===== src/verilog/daa_pkg.sv =====
// Functional notes
// - Link error flag, bit 7, sets on link fault; cleared by writing 0.
// - Frame lock flag, bit 6, reads 1 while the link holds frame lock.
// - Four-bit loop current level in 6 mA steps, 0 to 1111.
// - Read-only bit 6 of revision register: 1 means international line-side chip.
// - Revision register bits 5:2 return the line-side chip revision, read-only.
// - Legacy receive gain bit 1 set gives 6 dB receive gain, else 0 dB; when clear the code uses the extended receive gain field.
// - Legacy transmit bit 0 set gives 3 dB transmit attenuation, else 0 dB; when clear the code uses the extended transmit field.
// - Follower count bits 7:5 give 0 to 7 followers; 0 only reassigns pins.
// - Format field: 00 16-bit, 10 15-bit LSB 1, 11 15-bit LSB 0.
// - Frame syncs 32 serial clocks apart, or 16 with delayed spacing set.
// - Ring detect pin active low with polarity 0, active high with 1.
// - Chain enable turns shared pins into ring detect and delayed sync outputs.
// - With chain enable 0 all other chain control fields are ignored.
// - Chain control resets to 0x02 in serial modes 0, 1 and 0x3f in mode 2.
// - Extended gain fields select 0 to 12 dB in 3 dB steps.
package daa_pkg;

    // ****************************************
    // Register map
    // ****************************************
    localparam logic [7:0] LINE_STATUS_OFS = 8'h0c;
    localparam logic [7:0] REV_GAIN_OFS    = 8'h0d;
    localparam logic [7:0] CHAIN_CTRL_OFS  = 8'h0e;
    localparam logic [7:0] IRQ_STATUS_OFS  = 8'h10;
    localparam logic [7:0] IRQ_MASK_OFS    = 8'h11;

    // ****************************************
    // Field positions
    // ****************************************
    localparam int LINK_ERR_BIT = 7;
    localparam int LOCK_BIT     = 6;
    localparam int INTL_BIT     = 6;
    localparam int REV_LSB      = 2;
    localparam int RXG_BIT      = 1;
    localparam int TXA_BIT      = 0;
    localparam int FOLL_LSB     = 5;
    localparam int FMT_LSB      = 3;
    localparam int DSPACE_BIT   = 2;
    localparam int POLARITY_BIT = 1;
    localparam int CHEN_BIT     = 0;
    localparam int IRQ_LINK_ERR = 0;
    localparam int IRQ_LOCK_CHG = 1;
    localparam int IRQ_RING     = 2;
    localparam int IRQ_W        = 3;

    // ****************************************
    // Reset values and codes
    // ****************************************
    localparam logic [7:0] CHAIN_RST_M01 = 8'h02;
    localparam logic [7:0] CHAIN_RST_M2  = 8'h3f;
    localparam logic [1:0] SERIAL_MODE2  = 2'h2;
    localparam logic [1:0] FMT_LSB1      = 2'h2;
    localparam logic [1:0] FMT_LSB0      = 2'h3;

    // ****************************************
    // Counts and gains
    // ****************************************
    localparam logic [5:0] SPACING_NORMAL  = 6'h20;
    localparam logic [5:0] SPACING_DELAYED = 6'h10;
    localparam logic [1:0] SYNC_STAGES     = 2'h2;
    localparam logic [3:0] LEGACY_RX_DB    = 4'h6;
    localparam logic [3:0] LEGACY_TX_DB    = 4'h3;
    localparam logic [3:0] GAIN_STEP_DB    = 4'h3;
    localparam logic [3:0] GAIN_MAX_DB     = 4'hc;

    typedef enum logic [1:0] {
        ST_STRAP = 2'b01,
        ST_RUN   = 2'b10
    } init_state_t;

endpackage


===== src/verilog/daa_status_chain_regs.sv =====
module daa_status_chain_regs (
    input  wire logic        CLOCK_I,
    input  wire logic        RSTN_I,
    input  wire logic [7:0]  ADDR_I,
    input  wire logic [7:0]  WDATA_I,
    input  wire logic        WR_I,
    input  wire logic        RD_I,
    output logic      [7:0]  RDATA_O,
    output logic             IRQ_O,
    input  wire logic        SCLK_I,
    input  wire logic        LINK_FAULT_I,
    input  wire logic        FRAME_LOCK_I,
    input  wire logic [3:0]  LOOP_CURRENT_I,
    input  wire logic        INTL_SUPPORT_I,
    input  wire logic [3:0]  LINE_REV_I,
    input  wire logic        RING_I,
    input  wire logic [1:0]  SERIAL_MODE_I,
    input  wire logic [2:0]  RX_GAIN_FIELD_I,
    input  wire logic [2:0]  TX_ATTEN_FIELD_I,
    input  wire logic [15:0] RX_WORD_I,
    output logic      [15:0] SERIAL_OUT_DATA_O,
    output logic      [3:0]  RX_GAIN_DB_O,
    output logic      [3:0]  TX_ATTEN_DB_O,
    output logic             FSYNC_O,
    input  wire logic        RING_DETECT_PIN_I,
    output logic             RING_DETECT_PIN_O,
    output logic             RING_DETECT_PIN_OE_O,
    output logic             DELAYED_SYNC_PIN_O,
    output logic             FRAME_CTRL_O
);
    import daa_pkg::*;

    // ****************************************
    // Pin synchronisers
    // ****************************************
    localparam int PIN_W = 16;

    logic [PIN_W-1:0] pins_s;
    logic             sclk_s;
    logic             fault_s;
    logic             lock_s;
    logic [3:0]       loop_s;
    logic             intl_s;
    logic [3:0]       rev_s;
    logic             ring_s;
    logic [1:0]       mode_s;
    logic             fctrl_s;

    daa_pin_sync #(.WIDTH(PIN_W)) u_sync (
        .clk_i  (CLOCK_I),
        .rstn_i (RSTN_I),
        .d_i    ({SCLK_I, LINK_FAULT_I, FRAME_LOCK_I, LOOP_CURRENT_I, INTL_SUPPORT_I,
                  LINE_REV_I, RING_I, SERIAL_MODE_I, RING_DETECT_PIN_I}),
        .q_o    (pins_s)
    );

    assign {sclk_s, fault_s, lock_s, loop_s, intl_s, rev_s, ring_s, mode_s, fctrl_s} = pins_s;

    // ****************************************
    // State
    // ****************************************
    typedef struct packed {
        init_state_t      fsm;
        logic [1:0]       strap_cnt;
        logic [7:0]       rdata;
        logic             link_err;
        logic [1:0]       legacy;
        logic [7:0]       chain;
        logic [IRQ_W-1:0] irq_stat;
        logic [IRQ_W-1:0] irq_mask;
        logic             lock_prev;
        logic             ring_prev;
        logic             sclk_prev;
        logic [4:0]       bitcnt;
        logic [2:0]       slot;
        logic             fsync;
        logic             dsync;
        logic [15:0]      out_word;
        logic [3:0]       rx_db;
        logic [3:0]       tx_db;
        logic             ring_pin;
        logic             ring_oe;
        logic             dsync_pin;
        logic             fctrl;
    } regs_state_t;

    regs_state_t st_r;
    regs_state_t st_nxt;

    // Extended field decode: top bit saturates at the largest step
    function automatic logic [3:0] field_db(input logic [2:0] f);
        logic [3:0] db;
        db = 4'h0;
        if (f[2])
            db = GAIN_MAX_DB;
        else
            db = 4'(GAIN_STEP_DB * {2'h0, f[1:0]});
        return db;
    endfunction

    logic       chen;
    logic       pol_eff;
    logic       dspace_eff;
    logic [2:0] foll_eff;
    logic [1:0] fmt_eff;
    logic       sclk_rise;
    logic       wrap;
    logic       ring_level;
    logic [5:0] spacing;
    logic       rd_line;
    logic       rd_rev;
    logic       clr_link;

    assign chen       = st_r.chain[CHEN_BIT];
    assign pol_eff    = chen & st_r.chain[POLARITY_BIT];
    assign dspace_eff = chen & st_r.chain[DSPACE_BIT];
    assign foll_eff   = chen ? st_r.chain[FOLL_LSB +: 3] : 3'h0;
    assign fmt_eff    = chen ? st_r.chain[FMT_LSB +: 2] : 2'h0;

    assign spacing   = dspace_eff ? SPACING_DELAYED : SPACING_NORMAL;
    assign sclk_rise = st_r.sclk_prev == 1'b0 && sclk_s == 1'b1;
    assign wrap      = sclk_rise && {1'b0, st_r.bitcnt} == spacing - 6'h01;

    assign ring_level = pol_eff ? ring_s : ~ring_s;

    assign rd_line  = RD_I && ADDR_I == LINE_STATUS_OFS;
    assign rd_rev   = RD_I && ADDR_I == REV_GAIN_OFS;
    assign clr_link = WR_I && ADDR_I == LINE_STATUS_OFS && !WDATA_I[LINK_ERR_BIT];

    always_comb
    begin
        logic [IRQ_W-1:0] ev;
        ev     = '0;
        st_nxt = st_r;

        case (st_r.fsm)
            ST_STRAP:
            begin
                st_nxt.strap_cnt = st_r.strap_cnt + 2'h1;
                if (st_r.strap_cnt == SYNC_STAGES)
                begin
                    st_nxt.fsm = ST_RUN;
                    if (mode_s == SERIAL_MODE2)
                        st_nxt.chain = CHAIN_RST_M2;
                end
            end
            ST_RUN:
                st_nxt.strap_cnt = st_r.strap_cnt;
            default:
                st_nxt.fsm = ST_STRAP;
        endcase

        // Register writes
        if (WR_I)
        begin
            case (ADDR_I)
                REV_GAIN_OFS:   st_nxt.legacy   = WDATA_I[1:0];
                CHAIN_CTRL_OFS: st_nxt.chain    = WDATA_I;
                IRQ_MASK_OFS:   st_nxt.irq_mask = WDATA_I[IRQ_W-1:0];
                default:        st_nxt.legacy   = st_nxt.legacy;
            endcase
        end

        // sticky link error, set wins over clear
        if (clr_link)
            st_nxt.link_err = 1'b0;
        if (fault_s)
            st_nxt.link_err = 1'b1;

        // Events for the interrupt status
        st_nxt.lock_prev = lock_s;
        st_nxt.ring_prev = ring_s;
        ev[IRQ_LINK_ERR] = fault_s & ~st_r.link_err;
        ev[IRQ_LOCK_CHG] = lock_s ^ st_r.lock_prev;
        ev[IRQ_RING]     = ring_s & ~st_r.ring_prev;

        // Read data, one cycle later; unmapped reads return zero
        st_nxt.rdata = 8'h00;
        if (RD_I)
        begin
            case (ADDR_I)
                LINE_STATUS_OFS: st_nxt.rdata = {st_r.link_err, lock_s, 2'h0, loop_s};
                REV_GAIN_OFS:    st_nxt.rdata = {1'b0, intl_s, rev_s, st_r.legacy};
                CHAIN_CTRL_OFS:  st_nxt.rdata = st_r.chain;
                IRQ_STATUS_OFS:  st_nxt.rdata = 8'(st_r.irq_stat);
                IRQ_MASK_OFS:    st_nxt.rdata = 8'(st_r.irq_mask);
                default:         st_nxt.rdata = 8'h00;
            endcase
        end

        // Read clears status; a new event in the same cycle survives
        if (RD_I && ADDR_I == IRQ_STATUS_OFS)
            st_nxt.irq_stat = ev;
        else
            st_nxt.irq_stat = st_r.irq_stat | ev;

        st_nxt.sclk_prev = sclk_s;
        if (sclk_rise)
        begin
            st_nxt.fsync = 1'b0;
            st_nxt.dsync = 1'b0;
            if (wrap)
            begin
                st_nxt.bitcnt = 5'h00;
                if (st_r.slot >= foll_eff)
                    st_nxt.slot = 3'h0;
                else
                    st_nxt.slot = st_r.slot + 3'h1;
                st_nxt.fsync = st_nxt.slot == 3'h0;
                st_nxt.dsync = st_nxt.slot != 3'h0;
            end
            else
                st_nxt.bitcnt = st_r.bitcnt + 5'h01;
        end

        case (fmt_eff)
            FMT_LSB1: st_nxt.out_word = {RX_WORD_I[15:1], 1'b1};
            FMT_LSB0: st_nxt.out_word = {RX_WORD_I[15:1], 1'b0};
            default:  st_nxt.out_word = RX_WORD_I;
        endcase

        st_nxt.rx_db = st_r.legacy[RXG_BIT] ? LEGACY_RX_DB : field_db(RX_GAIN_FIELD_I);
        st_nxt.tx_db = st_r.legacy[TXA_BIT] ? LEGACY_TX_DB : field_db(TX_ATTEN_FIELD_I);

        st_nxt.ring_oe   = chen;
        st_nxt.ring_pin  = chen & ring_level;
        st_nxt.dsync_pin = chen ? st_r.dsync : ring_level;
        st_nxt.fctrl     = ~chen & fctrl_s;
    end

    always_ff @(posedge CLOCK_I or negedge RSTN_I)
    begin
        if (!RSTN_I)
        begin
            st_r       <= '0;
            st_r.fsm   <= ST_STRAP;
            st_r.chain <= CHAIN_RST_M01;
        end
        else
            st_r <= st_nxt;
    end

    assign RDATA_O              = st_r.rdata;
    assign IRQ_O                = |(st_r.irq_stat & st_r.irq_mask);
    assign SERIAL_OUT_DATA_O    = st_r.out_word;
    assign RX_GAIN_DB_O         = st_r.rx_db;
    assign TX_ATTEN_DB_O        = st_r.tx_db;
    assign FSYNC_O              = st_r.fsync;
    assign RING_DETECT_PIN_O    = st_r.ring_pin;
    assign RING_DETECT_PIN_OE_O = st_r.ring_oe;
    assign DELAYED_SYNC_PIN_O   = st_r.dsync_pin;
    assign FRAME_CTRL_O         = st_r.fctrl;

    // ****************************************
    // Assertions
    // ****************************************
    property p_link_set;
        @(posedge CLOCK_I) disable iff (!RSTN_I)
        fault_s |=> st_r.link_err ##1 (st_r.link_err || $past(clr_link));
    endproperty
    a_link_set: assert property (p_link_set) else $error("link error not held");

    property p_lock_read;
        @(posedge CLOCK_I) disable iff (!RSTN_I)
        rd_line |=> RDATA_O[LOCK_BIT] == $past(lock_s) && RDATA_O[5:4] == 2'h0;
    endproperty
    a_lock_read: assert property (p_lock_read) else $error("lock flag read wrong");

    property p_loop_read;
        @(posedge CLOCK_I) disable iff (!RSTN_I)
        rd_line |=> RDATA_O[3:0] == $past(loop_s);
    endproperty
    a_loop_read: assert property (p_loop_read) else $error("loop level read wrong");

    property p_rev_read;
        @(posedge CLOCK_I) disable iff (!RSTN_I)
        rd_rev |=> RDATA_O[INTL_BIT:REV_LSB] == $past({intl_s, rev_s}) && !RDATA_O[7];
    endproperty
    a_rev_read: assert property (p_rev_read) else $error("revision read wrong");

    property p_rx_gain;
        @(posedge CLOCK_I) disable iff (!RSTN_I)
        st_r.legacy[RXG_BIT] |=> RX_GAIN_DB_O == 4'h6;
    endproperty
    a_rx_gain: assert property (p_rx_gain) else $error("legacy rx gain not 6 dB");

    property p_tx_atten;
        @(posedge CLOCK_I) disable iff (!RSTN_I)
        (st_r.legacy[TXA_BIT] ##1 st_r.legacy[TXA_BIT]) |-> TX_ATTEN_DB_O == 4'h3;
    endproperty
    a_tx_atten: assert property (p_tx_atten) else $error("legacy tx atten not 3 dB");

    property p_chain_off;
        @(posedge CLOCK_I) disable iff (!RSTN_I)
        !chen [*2] |-> !RING_DETECT_PIN_OE_O && !RING_DETECT_PIN_O
            && DELAYED_SYNC_PIN_O == $past(!ring_s) && FRAME_CTRL_O == $past(fctrl_s);
    endproperty
    a_chain_off: assert property (p_chain_off) else $error("chain fields not ignored");

    property p_spacing;
        @(posedge CLOCK_I) disable iff (!RSTN_I)
        wrap |-> st_r.bitcnt == (dspace_eff ? 5'h0f : 5'h1f);
    endproperty
    a_spacing: assert property (p_spacing) else $error("frame sync spacing wrong");

    property p_intl_read;
        @(posedge CLOCK_I) disable iff (!RSTN_I)
        rd_rev |=> RDATA_O[INTL_BIT] == $past(intl_s) && RDATA_O[1:0] == $past(st_r.legacy);
    endproperty
    a_intl_read: assert property (p_intl_read) else $error("capability bit read wrong");

    property p_ring_pol;
        @(posedge CLOCK_I) disable iff (!RSTN_I)
        chen |=> RING_DETECT_PIN_OE_O
            && RING_DETECT_PIN_O == ($past(st_r.chain[POLARITY_BIT]) ? $past(ring_s) : !$past(ring_s));
    endproperty
    a_ring_pol: assert property (p_ring_pol) else $error("ring pin polarity wrong");

    property p_chain_sync;
        @(posedge CLOCK_I) disable iff (!RSTN_I)
        chen |=> DELAYED_SYNC_PIN_O == $past(st_r.dsync);
    endproperty
    a_chain_sync: assert property (p_chain_sync) else $error("delayed sync pin wrong");

    property p_format;
        @(posedge CLOCK_I) disable iff (!RSTN_I)
        chen && st_r.chain[FMT_LSB + 1] |=> SERIAL_OUT_DATA_O[15:1] == $past(RX_WORD_I[15:1])
            && SERIAL_OUT_DATA_O[0] == !$past(st_r.chain[FMT_LSB]);
    endproperty
    a_format: assert property (p_format) else $error("receive word format wrong");

    property p_strap;
        @(posedge CLOCK_I) disable iff (!RSTN_I)
        $rose(st_r.fsm == ST_RUN) && $past(mode_s) == SERIAL_MODE2 && !$past(WR_I)
            |-> st_r.chain == CHAIN_RST_M2;
    endproperty
    a_strap: assert property (p_strap) else $error("mode 2 chain reset wrong");

endmodule


===== src/verilog/daa_pin_sync.sv =====
module daa_pin_sync #(
    parameter int WIDTH = 1
) (
    input  wire logic             clk_i,
    input  wire logic             rstn_i,
    input  wire logic [WIDTH-1:0] d_i,
    output logic      [WIDTH-1:0] q_o
);

    typedef struct packed {
        logic [WIDTH-1:0] s1;
        logic [WIDTH-1:0] s2;
    } sync_state_t;

    sync_state_t st_r;
    sync_state_t st_nxt;

    // First stage feeds only the second stage
    always_comb
    begin
        st_nxt    = st_r;
        st_nxt.s1 = d_i;
        st_nxt.s2 = st_r.s1;
    end

    always_ff @(posedge clk_i or negedge rstn_i)
    begin
        if (!rstn_i)
            st_r <= '0;
        else
            st_r <= st_nxt;
    end

    assign q_o = st_r.s2;

endmodule


===== config.mk =====
export PLATFORM = sky130hd
export DESIGN_NAME = daa_status_chain_regs
export DESIGN_NICKNAME = d
export VERILOG_FILES = /design/src/verilog/daa_pkg.sv /design/src/verilog/daa_status_chain_regs.sv /design/src/verilog/daa_pin_sync.sv
export SDC_FILE = /design/constraint.sdc
export NUM_CORES = 1
export LEC_CHECK = 0
export BUFFER_PORTS_ARGS = -buffer_cell sky130_fd_sc_hd__buf_4
export CORE_MARGIN = 1.5
export CORE_UTILIZATION = 53
export CTS_BUF_LIST = sky130_fd_sc_hd__clkbuf_8 sky130_fd_sc_hd__clkbuf_16
export CTS_CLUSTER_DIAMETER = 80
export DETAILED_ROUTE_END_ITERATION = 8
export PLACE_DENSITY = 0.83
export SETUP_SLACK_MARGIN = 0.4
export SLEW_MARGIN = 10
export SYNTH_ARGS = -nofsm -noshare
export SYNTH_HDL_FRONTEND = slang
export SYNTH_HIERARCHICAL = 1
export SYNTH_SLANG_ARGS = --single-unit

===== constraint.sdc =====
create_clock -name CLOCK_I -period 2.1 [get_ports CLOCK_I]
set_input_delay 0 -clock CLOCK_I [delete_from_list [all_inputs] [get_ports CLOCK_I]]
set_output_delay 0 -clock CLOCK_I [all_outputs]
set_load 0.02 [all_outputs]

==> out/metrics.yaml, run 1 <==
power:
  leakage_nw: 2.49
  vdd_drop_max_v: 0.000638
  finalPower_mw: 4.00
  power_density_mw_per_mm2: 751
sta:
  final.period_utilization_pct: 78.3
  fmax_mhz: 608
  fin_setup_tns_ns: 0
  skew_ns: 0.0132
  rsz0062_at_grt: "no"
  hold_viol_final: 0
  setup_ws_ns: 0.456
  worst_pin_slew_ns: 0.504
  hold_slack_ns: 0.0115
  maxSlewHeadroom_pct: 66.4
  finalCriticalPeriod_ns: 1.64
  finalMaxSlewViolations: 0
  setup_viol: 0
placement:
  place_area_sq_mm: 0.00457
  numPortBuffers: 95
  gp_congestion: 0.887
  place_hpwl_mm: 4.93
  dpl_worst_slack_ns: 0.249
drt:
  post-route-drc-count: 0
  vias: 2745
  wl_mm: 7.71
  drtPass1Iterations: 4
  viasPerCell: 5.01
  drt_iter0_drc: 221
  postRouteAntennaNets: 0
  wl_per_cell_um: 14.1
clock_network:
  cts.path.max_buffers: 2
  h-tree-depth: 3
  cts_tree: "done"
  numCtsBuffers: 9
  insertion_delay_ns: 0.36
  clock-sinks: 102
  path_clk_slew_ns: 0.10
  cts_root_buffer: "clkbuf_8"
logic_synthesis:
  syn-num-nets: 387
  avgSynthCellArea_sq_um: 12.5
  synth_edf_count: 0
  yosys_warnings: 6
  yosys_most_used_dff: "dfrtp_1"
  synth_cell_type_count: 46
  netlist_area_sq_mm: 0.00398
  synth.top_cell.area_share_pct: 62.9
  yosysSeqAreaShare_pct: 64.2
  synth_commonest_cells: "100 x dfrtp_1, 32 x buf_4, 24 x nand2_1"
  syn_inst: 319
  synth_largest_area_cell: "dfrtp_1"
  synth.most_common_cell: "dfrtp_1"
  asyncSetResetFlopFracSynth_pct: 100
  synth_area_leaders: "dfrtp_1 63%, buf_4 6.0%, ha_1 3.1%"
  ys_seq_elements: 102
die:
  core_sq_mm: 0.00725
  die_w_um: 89.7
  io_pins: 96
  fp-row-count: 31
  die_y_um: 89.7
  start_util_pct: 54.9
  dieArea_sq_mm: 0.00804
cells_and_area:
  drive_gt1_share_pct: 30.1
  syn_to_final_growth_pct: 33.6
  final_nets: 512
  antenna_cells: 0
  design_area_sq_mm: 0.00532
grt:
  antenna_found_initial: 0
  grt_overflow: 0
  grt_pass1_vias: 2592
  grt_usage_pct: 20.4
  grt_pass1_wl_mm: 12.2
  grt_start_max_net_pins: 103
critical_path:
  cp_max_fo: 12
  required_ns: 2.39
  cp.arrival_ns: 1.93
  end_kind: "flip-flop"
  cp-start-kind: "flip-flop"
  critical_path_class: "reg2reg"
job:
  max-cap-violations: 0
min_path:
  hp-class: "in2reg"
run_status:
  status: "finished clean"
==> repair_timing <==
action | CTS | global route
endpoints found under the setup margin | 8 | 4
buffers inserted | 1 | 4
resized for setup | 2 | 2
gates cloned | 0 | 0
pin swaps | 1 | 0
hold buffers | 49 | 0
endpoints found under the hold margin | 158 | 0
==> cell families (layout without fill, tap and decap cells) <==
family	after synthesis	in the layout	synth area share, %
buffers and inverters	52	182	8.33
AOI/OAI and AO/OA	51	51	8.17
adders and majority gates	10	10	3.14
and+or+nand+nor	86	86	11.6
xor gates and xnor gates	5	5	1.10
muxes	13	13	3.49
DFF	102	102	64.2
==> sequential cells by signal (all words and copies together), names as in the netlist, 4 cells and up <==
name / count
RDATA_O: 8
TX_ATTEN_DB_O: 4
st_r: 32
SERIAL_OUT_DATA_O: 16
u_sync/q_o: 16
u_sync/st_nxt: 16
RX_GAIN_DB_O: 4
==> per-stage QoR <==
stage                     instances  util [%]
final                           548      73.3
after global routing            548      73.3
after CTS                       544      72.8
after detailed placement        478      63.0
after global placement          478      63.0
after floorplan                 319         -
==> final timing paths <==
path                            slack [ns]  cells past startpoint                              to                       start
worst max-delay path                  0.46                      6            st_r[30]$_DFFE_PN0P_              chen$_DFF_PN0_
worst min-delay path                  0.01                      4      TX_ATTEN_DB_O[3]$_DFF_PN0_         TX_ATTEN_FIELD_I[0]
worst max register to register        0.46                      6            st_r[30]$_DFFE_PN0P_              chen$_DFF_PN0_
worst min register to register        0.36                      0         u_sync/q_o[8]$_DFF_PN0_  u_sync/st_nxt[8]$_DFF_PN0_
max in group asynchronous             1.46                      3                  chen$_DFF_PN0_                      RSTN_I
min in group asynchronous             0.22                      3  SERIAL_OUT_DATA_O[1]$_DFF_PN0_                      RSTN_I
==> per-layer routing <==
metal  vias up  part of all wire, %  track usage, %
met2       101                   52            32.8
met1      1347                   42            27.5
li1       1284                    -               -
met3        13                  4.7            4.02
met4         0                  1.9            8.25
met5         -                    0               0
==> report_power, final <==
part | total, mW | switching, mW | leakage [nW] | internal [mW]
Clock | 1.24 | 0.679 | 0.0964 | 0.563
Sequential | 2.18 | 0.0870 | 1.20 | 2.10
Combinational | 0.572 | 0.273 | 1.19 | 0.299
Total | 4.00 | 1.04 | 2.49 | 2.96
==> cell type report <==
class	count	area, sq um
Inverter	15	56.3
Fill cell	504	1930
Tap cell	99	124
Clock inverter	7	80.1
Multi-Input combinational cell	165	1110
Timing Repair Buffer	151	1270
Clock buffer	9	124
Sequential cell	102	2560
==> cells in the final DEF (no fill, tap or decap), types with 3 or more instances in the layout <==
master,n
ha_1,10
or3_1,4
xnor2_1,4
inv_1,15
a22o_1,4
buf_4,101
clkbuf_8,9
nor2_1,19
mux2_2,7
a21oi_1,12
dfrtp_1,99
dlygate4sd3_1,49
mux2i_1,6
nor3_1,4
a22oi_1,3
nor2b_1,13
nand2_1,24
nand3_1,5
o21ai_0,16
nand3b_1,5
a21o_1,3
==> critical path: stages (launching register included) <==
cell     delay (ns)
dfrtp_2        0.49
and2_1         0.18
ha_1           0.27
nor2b_1        0.14
o21ai_2        0.11
or3_1          0.32
o21ai_0        0.08
No activity file was read; power rests on OpenSTA's default activity.
==> run 2: changes to the inputs <==
--- a/config.mk
+++ b/config.mk
@@ -7,11 +7,11 @@
 export LEC_CHECK = 0
 export BUFFER_PORTS_ARGS = -buffer_cell sky130_fd_sc_hd__buf_4
 export CORE_MARGIN = 1.5
-export CORE_UTILIZATION = 53
+export CORE_UTILIZATION = 48
 export CTS_BUF_LIST = sky130_fd_sc_hd__clkbuf_8 sky130_fd_sc_hd__clkbuf_16
 export CTS_CLUSTER_DIAMETER = 80
 export DETAILED_ROUTE_END_ITERATION = 8
-export PLACE_DENSITY = 0.83
+export PLACE_DENSITY = 0.8
 export SETUP_SLACK_MARGIN = 0.4
 export SLEW_MARGIN = 10
 export SYNTH_ARGS = -nofsm -noshare
==> constraint.sdc (replaced) <==
create_clock -name CLOCK_I -period 1.5 [get_ports CLOCK_I]
set_input_delay 0 -clock CLOCK_I [delete_from_list [all_inputs] [get_ports CLOCK_I]]
set_output_delay 0 -clock CLOCK_I [all_outputs]
set_load 0.02 [all_outputs]
==> run 2 against run 1 <==
The run now ends with setup timing left. Non-clock buffer count increased by 25. Cell count up 5.7%. First-iteration DRC count decreased by 10%. Design area up 8.4%. Wire length rose by 7.7%. Critical path type unchanged. Critical endpoint unchanged. Largest cell class unchanged. Largest power group unchanged.
==> out/metrics.yaml, run 2 (same netlist as run 1, synthesis figures left out) <==
min_path:
  min_from: "ADDR_I[1]"
  hold_path_depth: 3
  hold_end: "RDATA_O[1]$_DFF_PN0_"
  hp-class: "in2reg"
placement:
  place_hpwl_mm: 5.38
  numPortBuffers: 95
  gp_congestion: 0.848
  place_area_sq_mm: 0.00479
sta:
  fmax_mhz: 635
  skew_ns: 0.0103
  rsz0062_at_grt: "yes"
  hold_viol_final: 0
  setup_viol: 5
  fin_setup_tns_ns: -0.215
  worst_pin_slew_ns: 0.520
  final.period_utilization_pct: 105
  finalCriticalPeriod_ns: 1.57
  maxSlewHeadroom_pct: 65.4
  finalMaxSlewViolations: 0
  setup_ws_ns: -0.0748
run_status:
  violations: "setup timing"
  status: "finished with violations"
grt:
  antenna_found_initial: 0
  grt_overflow: 0
  grt_pass1_vias: 3059
  grt_start_max_net_pins: 44
  grt_usage_pct: 20.2
  grt_pass1_wl_mm: 13.6
critical_path:
  ff2ff_path_depth: 6
  cp-start-kind: "flip-flop"
  cp.arrival_ns: 1.85
  cp_max_fo: 6
  required_ns: 1.77
  critPathMaxStageDelay_ns: 0.46
  slowest_stage: "dfrtp_2"
  r2r-start: "chen$_DFF_PN0_"
  end_kind: "flip-flop"
  critical_path.cell_chain: "and2_4 > ha_4 > nor2b_4 > o21ai_2 > or3_1 > o21ai_1"
  reg2reg_slack_ns: -0.07
  critical_path_class: "reg2reg"
  regToRegEndpoint: "st_r[30]$_DFFE_PN0P_"
cells_and_area:
  final_nets: 537
  multi_input_area_sq_mm: 0.00129
  drive_gt1_share_pct: 39.5
  seq_area_sq_mm: 0.00256
  design_area_sq_mm: 0.00577
  antenna_cells: 0
  regMostFlops: "st_r"
  layout_commonest_cell: "buf_4"
  final_cell_mix: "117 x buf_4, 97 x dfrtp_1, 50 x dlygate4sd3_1, 21 x nand2_1"
  syn_to_final_growth_pct: 44.9
  fill_cells: 528
  largest_register_ffs: 32
clock_network:
  numCtsBuffers: 9
  h-tree-depth: 3
  cts_tree: "done"
  clock-sinks: 102
  cts.path.max_buffers: 2
  insertion_delay_ns: 0.35
  path_clk_slew_ns: 0.09
  cts_root_buffer: "clkbuf_8"
die:
  dieArea_sq_mm: 0.00885
  core_sq_mm: 0.00813
  start_util_pct: 48.9
  io_pins: 96
  die_w_um: 94.1
  die_y_um: 94.1
  fp-row-count: 33
drt:
  postRouteAntennaNets: 0
  wl_per_cell_um: 14.3
  wl_mm: 8.30
  viasPerCell: 4.95
  drt_iter0_drc: 198
  vias: 2865
  post-route-drc-count: 0
  drtPass1Iterations: 6
power:
  leakage_nw: 2.71
  finalPower_mw: 5.98
  vdd_drop_max_v: 0.000608
  power_density_mw_per_mm2: 1040
job:
  max-cap-violations: 0
[run 2: cell count changes in the layout (fill, tap and decap cells not counted), moves of 4 or more]
cell / before / now
ha_1: 10 / 6
buf_4: 101 / 117
o21ai_1: 0 / 9
o21ai_0: 16 / 6
nor2b_1: 13 / 6
buf_6: 0 / 7
nor2b_4: 0 / 6
[run 2: per-layer routing]
| layer | vias to the layer above | global-route usage [%] | share of wire (%) |
|---|---|---|---|
| met5 | - | 0 | 0 |
| met4 | 0 | 10.1 | 2.4 |
| met3 | 17 | 4.37 | 5.8 |
| met2 | 106 | 34.5 | 52 |
| met1 | 1397 | 24.2 | 40 |
| li1 | 1345 | - | - |
[run 2: stage by stage]
stage | util, % | instances | hold WS, ns | setup slack, ns
floorplan | - | 319 | -0.296 | -0.0658
global placement | 58.9 | 501 | 0.0133 | 0.0162
detailed placement | 58.9 | 501 | 0.0169 | -0.0585
CTS | 69.6 | 574 | 0.0195 | -0.0491
global route | 70.9 | 579 | 0.0490 | -0.112
finish | 70.9 | 579 | 0.0359 | -0.0748
[run 2: critical path: cells and delay by family, from the launching register on]
family	cells	cell delay [ns]
simple gates	3	0.62
flops	1	0.46
compound gates	2	0.21
fa+ha+maj	1	0.21
[run 2: timing repair]
item,in CTS,in global routing
setup endpoints to repair,18,27
hold endpoints to repair,101,0
pin swaps,5,8
gates resized for setup,20,19
hold buffers,50,0
setup buffers,7,5
[run 2: report_power, final]
group	switching [mW]	internal [mW]
Sequential	0.113	2.94
Combinational	0.453	0.529
Clock	0.860	1.09
[run 2: layout make-up]
| cell class | count | share of cell area, % |
|---|---|---|
| tap | 105 | 2.28 |
| sequential | 102 | 44.4 |
| clock inverter | 7 | 1.84 |
| inverter | 15 | 0.976 |
| timing repair buffer | 176 | 26.0 |
| clock buffer | 9 | 2.15 |
| multi-input combinational | 165 | 22.4 |
[run 2: worst max-delay path by stage]
stage | startpoint | end | slack, ns | cells after the start
finish | chen$_DFF_PN0_ | st_r[30]$_DFFE_PN0P_ | -0.07 | 6
detailed placement | chen$_DFF_PN0_ | st_r[31]$_DFFE_PN0P_ | -0.06 | 5
global route | chen$_DFF_PN0_ | st_r[32]$_DFFE_PN0P_ | -0.11 | 6
global placement | chen$_DFF_PN0_ | st_r[30]$_DFFE_PN0P_ | 0.02 | 5
CTS | chen$_DFF_PN0_ | st_r[30]$_DFFE_PN0P_ | -0.05 | 5
floorplan | chen$_DFF_PN0_ | st_r[30]$_DFFE_PN0P_ | -0.07 | 7
